### src/rtl/isc_pkg.sv
// Package: offsets, field positions and reset values of the status collector
package isc_pkg;
    localparam logic [11:0] ISC_PRIMARY_STATUS_OFS = 12'h410;
    localparam logic [11:0] ISC_ERROR_STATUS_OFS   = 12'h414;
    localparam logic [11:0] ISC_ENABLE_OFS         = 12'h418;
    localparam logic [11:0] ISC_ERROR_ENABLE_OFS   = 12'h41c;
    localparam logic [11:0] ISC_MAILBOX_BASE_OFS   = 12'h440;
    localparam logic [31:0] ISC_STATUS_RESET       = 32'h00000000;
    localparam logic [31:0] ISC_ENABLE_RESET       = 32'h00000000;

    // Primary register field positions
    localparam int ISC_P_SUMMARY   = 31;
    localparam int ISC_P_HOST_Q    = 29;
    localparam int ISC_P_LOCAL_Q   = 28;
    localparam int ISC_P_DMA_LO    = 24;
    localparam int ISC_P_SECOND_HW = 23;
    localparam int ISC_P_FIRST_HW  = 22;
    localparam int ISC_P_GEN_LO    = 16;
    localparam int ISC_P_DB_LO     = 8;
    localparam int ISC_P_MBOX_LO   = 0;

    // Primary bits software may clear
    localparam logic [31:0] ISC_PRIMARY_W1C = 32'h1fffffff;
    // Error register: writable bits (bit 31 summary, bit 0 of each byte reserved)
    localparam logic [31:0] ISC_ERROR_W1C   = 32'h0efefefe;
    // Bits tied to the second PCI interface
    localparam logic [31:0] ISC_P_SECOND_MASK = 32'h00800000;
    localparam logic [31:0] ISC_E_SECOND_MASK = 32'h0444fe88;
endpackage

### src/rtl/isc_sync_if.sv
// Interface: raw event inputs handed to the synchroniser
interface isc_sync_if;
    logic [7:0] raw;
    logic [7:0] synced;
    modport src  (output raw, input synced);
    modport sync (input raw, output synced);
endinterface

### src/rtl/isc_sync.sv
// Two-flop synchroniser for pin-level interrupt inputs
module isc_sync
    import isc_pkg::*;
(
    input wire logic core_clk, // Clock
    input wire logic rst_b,    // Async reset, active low
    isc_sync_if.sync  port_if  // Raw in, synchronised out
);
    logic [7:0] stage1_reg;
    logic [7:0] stage2_reg;

    always_ff @(posedge core_clk or negedge rst_b) begin
        if (!rst_b) begin
            stage1_reg <= 8'h00;
            stage2_reg <= 8'h00;
        end else begin
            stage1_reg <= port_if.raw;
            stage2_reg <= stage1_reg;
        end
    end

    assign port_if.synced = stage2_reg;
endmodule

### src/rtl/isc_top.sv
// Top: interrupt status collector with two status registers and an enable pair
//
// Function
// - Primary status register, bit per active source.
// - Primary summary bit ORs error register bits.
// - Error summary bit ORs primary register bits.
// - Host queue bit mirrors outbound list status.
// - Local queue bit sets on inbound entries.
// - Four DMA bits set per channel interrupt.
// - PCI line bits set on INTA level.
// - Six general line bits from active-low pins.
// - Doorbell bits set by enable register writes.
// - Mailbox bits set on mailbox writes.
// - Error register, all bits zero on reset.
// - Retry-limit bits per cpu-bus path.
// - Transfer error acknowledge bits per path.
// - One cpu-bus address parity bit.
// - Data parity bits per cpu-bus path.
// - PCI error bits; software checks interface status.
// - Address parity bit per PCI interface.
// - PCI master retry bits per path.
// - Single-PCI variant never sets second-PCI bits.
// - Interrupt output for enabled active bits; host queue bit fires while its enable bit is clear.
// - Doorbell stays set until software clears.
//
// Added by the designer: strobed register access.
module isc_top
    import isc_pkg::*;
#(
    parameter bit SINGLE_PCI = 1'b0 // Single-PCI variant
)(
    input  wire logic        core_clk,                 // Clock, 50 MHz
    input  wire logic        rst_b,                    // Async reset, active low
    input  wire logic [11:0] reg_addr,                 // Register byte address
    input  wire logic [31:0] reg_wdata,                // Write data
    input  wire logic        reg_wr,                   // Write strobe
    input  wire logic        reg_rd,                   // Read strobe
    output logic      [31:0] reg_rdata,                // Read data, cycle after strobe
    input  wire logic        host_queue_pending,       // Outbound list nonempty
    input  wire logic        local_queue_pending,      // Inbound list nonempty
    input  wire logic [3:0]  dma_channel_event,        // DMA channel interrupt pulses
    input  wire logic        first_pci_inta_b,         // First PCI INTA pin, active low
    input  wire logic        second_pci_inta_b,        // Second PCI INTA pin, active low
    input  wire logic [5:0]  general_line_b,           // General interrupt pins, active low
    input  wire logic [2:0]  cpu_retry_limit,          // Retry limit: first, second, dma
    input  wire logic [2:0]  cpu_bus_transfer_error_ack, // Transfer error: first, second, dma
    input  wire logic        cpu_bus_addr_parity_err,  // Cpu-bus address parity error
    input  wire logic [2:0]  cpu_data_parity_err,      // Data parity: first, second, dma
    input  wire logic [2:0]  second_pci_err,           // Second PCI error: first, cpu, same
    input  wire logic        second_pci_addr_parity_err, // Second PCI address parity
    input  wire logic [2:0]  second_pci_retry,         // Second PCI retry: first, cpu, same
    input  wire logic [2:0]  first_pci_err,            // First PCI error: second, cpu, same
    input  wire logic        first_pci_addr_parity_err, // First PCI address parity
    input  wire logic [2:0]  first_pci_retry,          // First PCI retry: second, cpu, same
    output logic             irq_out                   // Enabled status active
);
    // ------------------------------------------------------------
    // Pin synchronisation
    // ------------------------------------------------------------
    isc_sync_if pins_if ();
    assign pins_if.raw = {~second_pci_inta_b, ~first_pci_inta_b, ~general_line_b};

    isc_sync u_sync (
        .core_clk (core_clk),
        .rst_b    (rst_b),
        .port_if  (pins_if.sync)
    );

    // ------------------------------------------------------------
    // Register decode
    // ------------------------------------------------------------
    logic [31:0] primary_reg;
    logic [31:0] primary_next;
    logic [31:0] error_reg;
    logic [31:0] error_next;
    logic [31:0] enable_reg;
    logic [31:0] enable_next;
    logic [31:0] err_enable_reg;
    logic [31:0] err_enable_next;
    logic [31:0] reg_rdata_next;
    logic        irq_next;

    wire wr_primary = reg_wr && (reg_addr == ISC_PRIMARY_STATUS_OFS);
    wire wr_error   = reg_wr && (reg_addr == ISC_ERROR_STATUS_OFS);
    wire wr_enable  = reg_wr && (reg_addr == ISC_ENABLE_OFS);
    wire wr_err_en  = reg_wr && (reg_addr == ISC_ERROR_ENABLE_OFS);
    wire [7:0] mbox_hit = mailbox_decode(reg_addr, reg_wr);

    // Mailbox writes land on eight consecutive words from the mailbox base
    function automatic logic [7:0] mailbox_decode(input logic [11:0] addr, input logic wr);
        logic [7:0] hit;
        hit = 8'h00;
        for (int i = 0; i < 8; i++) begin
            if (wr && addr == ISC_MAILBOX_BASE_OFS + 12'(4 * i)) begin
                hit[i] = 1'b1;
            end
        end
        return hit;
    endfunction

    // W1C: set wins over clear; zero leaves bit alone
    function automatic logic [31:0] w1c(input logic [31:0] cur, input logic [31:0] set,
                                        input logic [31:0] clr, input logic [31:0] msk);
        return (cur & ~(clr & msk)) | set;
    endfunction

    // ------------------------------------------------------------
    // Event sources
    // ------------------------------------------------------------
    wire [7:0] lines = pins_if.synced;

    // Doorbell bits are write-one-to-set through the enable register
    wire [7:0] doorbell_ring = wr_enable ? reg_wdata[15:8] : 8'h00;

    logic [31:0] primary_set;
    always_comb begin
        primary_set = 32'h00000000;
        primary_set[ISC_P_LOCAL_Q] = local_queue_pending;
        primary_set[ISC_P_DMA_LO +: 4] = dma_channel_event;
        primary_set[ISC_P_FIRST_HW] = lines[6];
        primary_set[ISC_P_SECOND_HW] = lines[7];
        primary_set[ISC_P_GEN_LO +: 6] = lines[5:0];
        primary_set[ISC_P_DB_LO +: 8] = doorbell_ring;
        primary_set[ISC_P_MBOX_LO +: 8] = mbox_hit;
        if (SINGLE_PCI) begin
            primary_set = primary_set & ~ISC_P_SECOND_MASK;
        end
    end

    // Error layout per byte: bit0 reserved, bits 7..1 as listed
    wire [31:0] error_set_raw = {
        1'b0, 3'b000, cpu_retry_limit, 1'b0,
        cpu_bus_transfer_error_ack, cpu_bus_addr_parity_err,
        cpu_data_parity_err, 1'b0,
        second_pci_err, second_pci_addr_parity_err, second_pci_retry, 1'b0,
        first_pci_err, first_pci_addr_parity_err, first_pci_retry, 1'b0
    };
    wire [31:0] error_set = SINGLE_PCI ? (error_set_raw & ~ISC_E_SECOND_MASK) : error_set_raw;

    // ------------------------------------------------------------
    // Status registers
    // ------------------------------------------------------------
    wire [31:0] primary_clr = wr_primary ? reg_wdata : 32'h00000000;
    wire [31:0] error_clr   = wr_error ? reg_wdata : 32'h00000000;

    // Stored bits exclude summaries and mirrored host queue bit
    wire [31:0] primary_store = w1c(primary_reg, primary_set, primary_clr, ISC_PRIMARY_W1C)
                                & ISC_PRIMARY_W1C;
    wire [31:0] error_store = w1c(error_reg, error_set, error_clr, ISC_ERROR_W1C)
                              & ISC_ERROR_W1C;

    logic host_mirror_reg;
    logic host_mirror_next;
    assign host_mirror_next = host_queue_pending;

    // Summary bits computed from the other register's stored bits; the error summary also ORs in the host queue mirror
    wire primary_any = (|(primary_reg & ISC_PRIMARY_W1C)) | host_mirror_reg;
    wire error_any   = |(error_reg & ISC_ERROR_W1C);

    always_comb begin
        primary_next = primary_store;
        error_next   = error_store;
    end

    // ------------------------------------------------------------
    // Enable registers
    // ------------------------------------------------------------
    // Doorbell positions are write-one-to-set only and read zero
    localparam logic [31:0] ISC_ENABLE_RW = 32'h3fff00ff;
    assign enable_next     = wr_enable ? (reg_wdata & ISC_ENABLE_RW) : enable_reg;
    assign err_enable_next = wr_err_en ? (reg_wdata & ISC_ERROR_W1C) : err_enable_reg;

    wire [31:0] primary_view = primary_reg
                             | (32'(host_mirror_reg) << ISC_P_HOST_Q)
                             | (32'(error_any) << ISC_P_SUMMARY);
    wire [31:0] error_view = error_reg | (32'(primary_any) << 31);

    // Host queue bit uses a mask with inverted sense
    wire host_irq = host_mirror_reg & ~enable_reg[ISC_P_HOST_Q];
    assign irq_next = host_irq
                    | (|(primary_reg & enable_reg & ~(32'h1 << ISC_P_HOST_Q)))
                    | (|(error_reg & err_enable_reg));

    // ------------------------------------------------------------
    // Read mux
    // ------------------------------------------------------------
    always_comb begin
        reg_rdata_next = 32'h00000000;
        if (reg_rd) begin
            case (reg_addr)
                ISC_PRIMARY_STATUS_OFS: reg_rdata_next = primary_view;
                ISC_ERROR_STATUS_OFS:   reg_rdata_next = error_view;
                ISC_ENABLE_OFS:         reg_rdata_next = enable_reg;
                ISC_ERROR_ENABLE_OFS:   reg_rdata_next = err_enable_reg;
                default:                reg_rdata_next = 32'h00000000;
            endcase
        end
    end

    // ------------------------------------------------------------
    // Flip-flops
    // ------------------------------------------------------------
    always_ff @(posedge core_clk or negedge rst_b) begin
        if (!rst_b) begin
            primary_reg     <= ISC_STATUS_RESET;
            error_reg       <= ISC_STATUS_RESET;
            enable_reg      <= ISC_ENABLE_RESET;
            err_enable_reg  <= ISC_ENABLE_RESET;
            host_mirror_reg <= 1'b0;
            reg_rdata       <= 32'h00000000;
            irq_out         <= 1'b0;
        end else begin
            primary_reg     <= primary_next;
            error_reg       <= error_next;
            enable_reg      <= enable_next;
            err_enable_reg  <= err_enable_next;
            host_mirror_reg <= host_mirror_next;
            reg_rdata       <= reg_rdata_next;
            irq_out         <= irq_next;
        end
    end
endmodule

### config.mk
export PLATFORM = sky130hd
export DESIGN_NAME = isc_top
export DESIGN_NICKNAME = d
export VERILOG_FILES = /design/src/rtl/isc_pkg.sv /design/src/rtl/isc_sync_if.sv /design/src/rtl/isc_sync.sv /design/src/rtl/isc_top.sv
export SDC_FILE = /design/constraint.sdc
export NUM_CORES = 1
export LEC_CHECK = 0
export ABC_AREA = 1
export ABC_CLOCK_PERIOD_IN_PS = 3950
export BUFFER_PORTS_ARGS = -buffer_cell sky130_fd_sc_hd__buf_2
export CAP_MARGIN = 5
export CORE_ASPECT_RATIO = 0.9
export CORE_MARGIN = 4
export CORE_UTILIZATION = 34
export CTS_BUF_LIST = sky130_fd_sc_hd__clkbuf_8
export DETAILED_ROUTE_END_ITERATION = 10
export GPL_ROUTABILITY_DRIVEN = 0
export SYNTH_ARGS = -nofsm -noshare
export SYNTH_HDL_FRONTEND = slang
export SYNTH_HIERARCHICAL = 1
export SYNTH_SLANG_ARGS = --single-unit
### constraint.sdc
create_clock -name core_clk -period 3.95 [get_ports core_clk]
set_clock_uncertainty 0.15 [all_clocks]
set_input_delay 0.79 -clock core_clk [delete_from_list [all_inputs] [get_ports core_clk]]
set_output_delay 0.79 -clock core_clk [all_outputs]
set_load 0.02 [all_outputs]
Word-level counts from Yosys, hierarchy flattened --
Cells that the tools add are included.
Storage, ports and cells: flip-flop bits (word level) 149, output and inout bits 33, logic and storage cells 69, input bits 86
Cells by class: bitwise logic cells 19, mux-type cells 13, reductions and logical operators 16, equal/unequal tests 12
Operators with widths (count):
- $eq A12 B11 Y1 const B | 12
- $pmux W32 S4 | 1
- $and A29 B29 Y29 | 2
- $and A28 B28 Y28 | 2
- $mux W32 | 1
- $or A28 B32 Y32 | 1
- $or A30 B32 Y32 | 1
- $reduce_or A32 Y1 | 1
- $reduce_or A31 Y1 | 1
- $or A29 B30 Y30 | 1
- $mux W29 | 1
- $not A29 Y29 | 1
- $or A29 B29 Y29 | 1
- $reduce_or A29 Y1 | 1
- $mux W28 | 1
- $not A28 Y28 | 1
- $or A28 B28 Y28 | 1
- $reduce_or A24 Y1 | 1
- $logic_and A1 B1 Y1 | 12
- $mux W1 | 8
- $mux W8 | 1
- $not A6 Y6 | 1
- $not A1 Y1 | 3
- $or A1 B1 Y1 | 3
- $and A1 B1 Y1 | 1

Longest topological paths before layout --
word-level depth 6, depth in mapped cells 10, mapped depth without buffers 9

Modules after synthesis --
The synthesis kept the hierarchy.
By module, submodules not included:
- isc_top | area each 6522.5 sq um, cells each 828, instances 1, sequential area each 3303.2 sq um
- isc_sync | area each 400.4 sq um, cells each 16, instances 1, sequential area each 400.4 sq um

Worst setup path before layout --
OpenSTA, ideal clock, no wires.
path kind input-to-reg, from input reg_addr[9], to register enable_reg[21], data arrival time 1745 ps, buffers on the path 1, library setup time 119 ps, setup slack 1936 ps, data required time 3681 ps, cell stages on the path 9, cells stage by stage nor2_1 -> nand3_2 -> nor2_8 -> nand2_4 -> nor2_8 -> inv_4 -> buf_6 -> nand2_1 -> o21ai_2
Between the ends: word-level cells in the longest chain between the ends 2
Ends and longest elaborated chain:
- from (decl) | line isc_top.sv:34 | input wire logic [11:0] reg_addr,
- $eq A12 B11 Y1 | line isc_top.sv:85 | wire wr_enable = reg_wr && (reg_addr == ISC_ENABLE_OFS);
- $logic_and A1 B1 Y1 | line isc_top.sv:85
- to (signal assigned) | line isc_top.sv:215 | enable_reg <= enable_next;
- to (decl) | line isc_top.sv:76 | logic [31:0] enable_reg;
No other way between the ends. A chain may end at the register's enable or synchronous reset.

Worst setup path after layout --
from input reg_addr[0], to register error_reg[27]
Between the ends: word-level cells in the longest chain between the ends 6
Ends and longest elaborated chain:
- $eq A12 B11 Y1 | line isc_top.sv:84 | wire wr_error = reg_wr && (reg_addr == ISC_ERROR_STATUS_OFS);
- $logic_and A1 B1 Y1 | line isc_top.sv:84
- $mux W28 | line isc_top.sv:144 | wire [31:0] error_clr = wr_error ? reg_wdata : 32'h00000000;
- $not A28 Y28 | line isc_top.sv:104 | return (cur & ~(clr & msk)) | set;
- $and A28 B28 Y28 | line isc_top.sv:104
- $or A28 B28 Y28 | line isc_top.sv:104
- named net error_next[27] | line isc_top.sv:75 | logic [31:0] error_next;
- to (signal assigned) | line isc_top.sv:214 | error_reg <= error_next;
- to (decl) | line isc_top.sv:74 | logic [31:0] error_reg;
The timed path passes the listed nets, and every way through them passes these cells.

==> qor.yml <==
run_status:
  status: "completed"
critical_path:
  cpPeakStageDelay_ps: 530
  startpoint_type: "input pin"
  crit_required_ps: 4150
  crit_arrival_ps: 2710
  crit_type: "in -> reg"
  cp_slowest_cell: "nand2_2"
  timing.critical_path.buf_inv: 3
  end_kind: "register"
  path_cells: "buf_2 > inv_2 > nand2_2 > inv_2 > nand3_2 > nor2_8 > nand2_2 > o21ai_0 > nand2_1"
  crit_family: "simple AND/OR/NAND/NOR gates"
  cp_max_fo: 26
power_and_ir_drop:
  leakagePower_nw: 4.27
  combPwrFrac: 0.050
  p_seq_frac: 0.531
  p_int_mw: 2.18
  powerDensity_mw_per_mm2: 358
  clkPwrFrac: 0.418
  worst_ir_drop_vdd_uv: 178
  sw_frac_of_total: 0.243
  switchingPower_mw: 0.700
finish:
  regArea_sq_mm: 0.00370
  fillers: 2096
  antenna_cells: 0
  layout.nets: 1043
  area_growth_pct: 16.5
  largest_register_ffs: 31
  multi_input_area_sq_mm: 0.00261
  drive_gt1_frac: 0.218
  utilization: 0.404
drt:
  vias_per_cell: 4.65
  ant_nets: 0
  finalWirelength_microns: 19000
  remaining_drc_errors: 0
  wire_per_inst_microns: 15.5
  drt_pass1_iterations: 5
  route.met2.wl_microns: 8400
  vias: 5701
  wl_met1_microns: 8970
  wl_met3_microns: 1380
  maxUsedRoutingLayer: "met4"
  drtIter0Drc: 414
synthesis:
  synth_cell_type_count: 28
  yosysWarningCount: 6
  syn_inst: 844
  syn_nets: 930
  synth_seq_area_share: 0.535
  avgSynthCellArea_sq_um: 8.20
  synth_top_family_by_area: "simple AND/OR/NAND/NOR gates"
  synth-compound-area-share: 0.0911
  synth-seq-cells: 148
  synth_adder_area_share: 0
  muxShareOfSynthArea: 0
  synth_area_sq_mm: 0.00692
  synth_xor_area_frac: 0
  yosys.area_share.simple: 0.285
global_route:
  antenna_found_initial: 0
  grt_first_pass_wirelength_microns: 29700
  track_usage: 0.171
  grt_pass1_vias: 5422
  grt_max_degree: 80
  overflow: 0
clocking:
  cts_hold_buf: 0
  post_cts_buffers: 0
  clock_latency_ps: 470
  path_clk_slew_ps: 80
  cts_root_buffer: "clkbuf_8"
  post_cts_resize_count: 0
  htree_levels: 4
  clock_path_buffers: 2
  cts_tree: "built"
  cts.sinks: 148
  numCtsBuffers: 17
place:
  dp_hpwl_microns: 13000
  place_ws_ps: 969
  port_buffers: 115
timing:
  final_hold_viol_count: 0
  report.final.setup_viol: 0
  final_max_slew_viol_count: 0
  relSlewSlack: 0.335
  rsz0062_at_grt: "no"
  min_period_ps: 2520
  tightest_slew_ps: 994
  fin_ws_ps: 1430
  setup_tns_ps: 0
  holdWs_ps: 58.4
  fmax_ghz: 0.398
  min_period_over_period: 0.637
die:
  pin_count: 119
  initial_utilization: 0.346
  placementRows: 49
  fp.dieW_microns: 158
  fp.dieH_microns: 143
  coreArea_sq_mm: 0.0200
  dieArea_sq_mm: 0.0227
job:
  max_cap_violations: 0
min_path:
  min-delay-path-class: "in -> async"
## cell families after synthesis
group	count (synthesis)
other	1
AOI/OAI and AO/OA	105
DFF	148
buffers and inverters	130
and+or+nand+nor	460
## synth_stat cells
cell type	count	area (sq um)
buf_6	13	146
nor3_2	1	10.0
nand2_4	3	33.8
nand3_1	47	235
a21oi_1	3	15.0
nor2_4	3	33.8
dfrtp_1	148	3700
nand2_1	305	1140
inv_4	1	6.26
buf_2	12	60.1
or2_2	1	6.26
buf_4	2	15.0
o21ai_1	56	280
nor4_1	1	6.26
nor3_1	2	10.0
conb_1	1	3.75
nand3_2	4	40.0
a21oi_2	3	26.3
nor2_8	4	80.1
nor2_2	1	6.26
inv_2	7	26.3
nor3_4	1	16.3
nand4_1	5	31.3
o21ai_0	18	90.1
o21ai_2	25	219
nor2_1	77	289
inv_1	95	357
nand2_2	5	31.3
## placed cells by master, fill, tap and decap left out, types with 2 or more instances in the layout
master	count
nor3_1	2
nor2_8	4
clkinv_2	2
inv_2	7
nand2_1	305
nor2_4	3
nand2_4	3
o21ai_2	25
nand3_2	4
nand3_1	47
clkbuf_8	20
clkinv_4	2
nor2_1	77
buf_4	5
buf_2	114
bufinv_16	2
nand4_1	5
o21ai_0	18
o21ai_1	56
inv_1	96
clkinvlp_4	4
dfrtp_1	148
nand2_2	5
a21oi_1	3
a21oi_2	3
## through the flow
step                      instance area [sq um]  power [mW]  std cells
after global placement                     7660        1.71       1193
after global routing                       8070        2.99       1225
after floorplan                            6920        1.61        844
final                                      8070        2.88       1225
after detailed placement                   7660        1.71       1193
after CTS                                  8070        2.91       1225
## power groups by stage
stage / Combinational (mW) / Clock [mW] / Sequential, mW
after detailed placement: 0.149 / 0 / 1.56
final: 0.145 / 1.21 / 1.53
after global routing: 0.166 / 1.29 / 1.53
after global placement: 0.148 / 0 / 1.56
after floorplan: 0.0507 / 0 / 1.56
after CTS: 0.149 / 1.23 / 1.53
## worst paths after layout
| path | startpoint | end | slack, ps | depth (start not counted) |
|---|---|---|---|---|
| min in group core_clk | u_sync/stage1_reg[1] | u_sync/port_if.synced[1] | 200 | 0 |
| worst max register to register | host_mirror_reg | reg_rdata[31] | 2410 | 5 |
| max in group asynchronous | rst_b | enable_reg[22] | 2800 | 2 |
| worst min-delay path | rst_b | reg_rdata[2] | 60 | 1 |
| worst max-delay path | reg_addr[0] | error_reg[27] | 1430 | 9 |
| worst min register to register | u_sync/stage1_reg[1] | u_sync/port_if.synced[1] | 200 | 0 |
## routing by layer
metal | global-route usage | vias to the layer above
met4 | 0.0498 | 0
met3 | 0.0382 | 18
met5 | 0 | -
met2 | 0.260 | 204
met1 | 0.248 | 2649
li1 | - | 2830
## layout make-up
cell class / instances / area share
clock buffer: 20 / 0.0341
sequential: 148 / 0.459
timing repair buffer: 121 / 0.0793
tap: 255 / 0.0396
clock inverter: 12 / 0.0161
inverter: 103 / 0.0482
multi-input combinational: 566 / 0.323
Power figures use the tool's default switching activity.
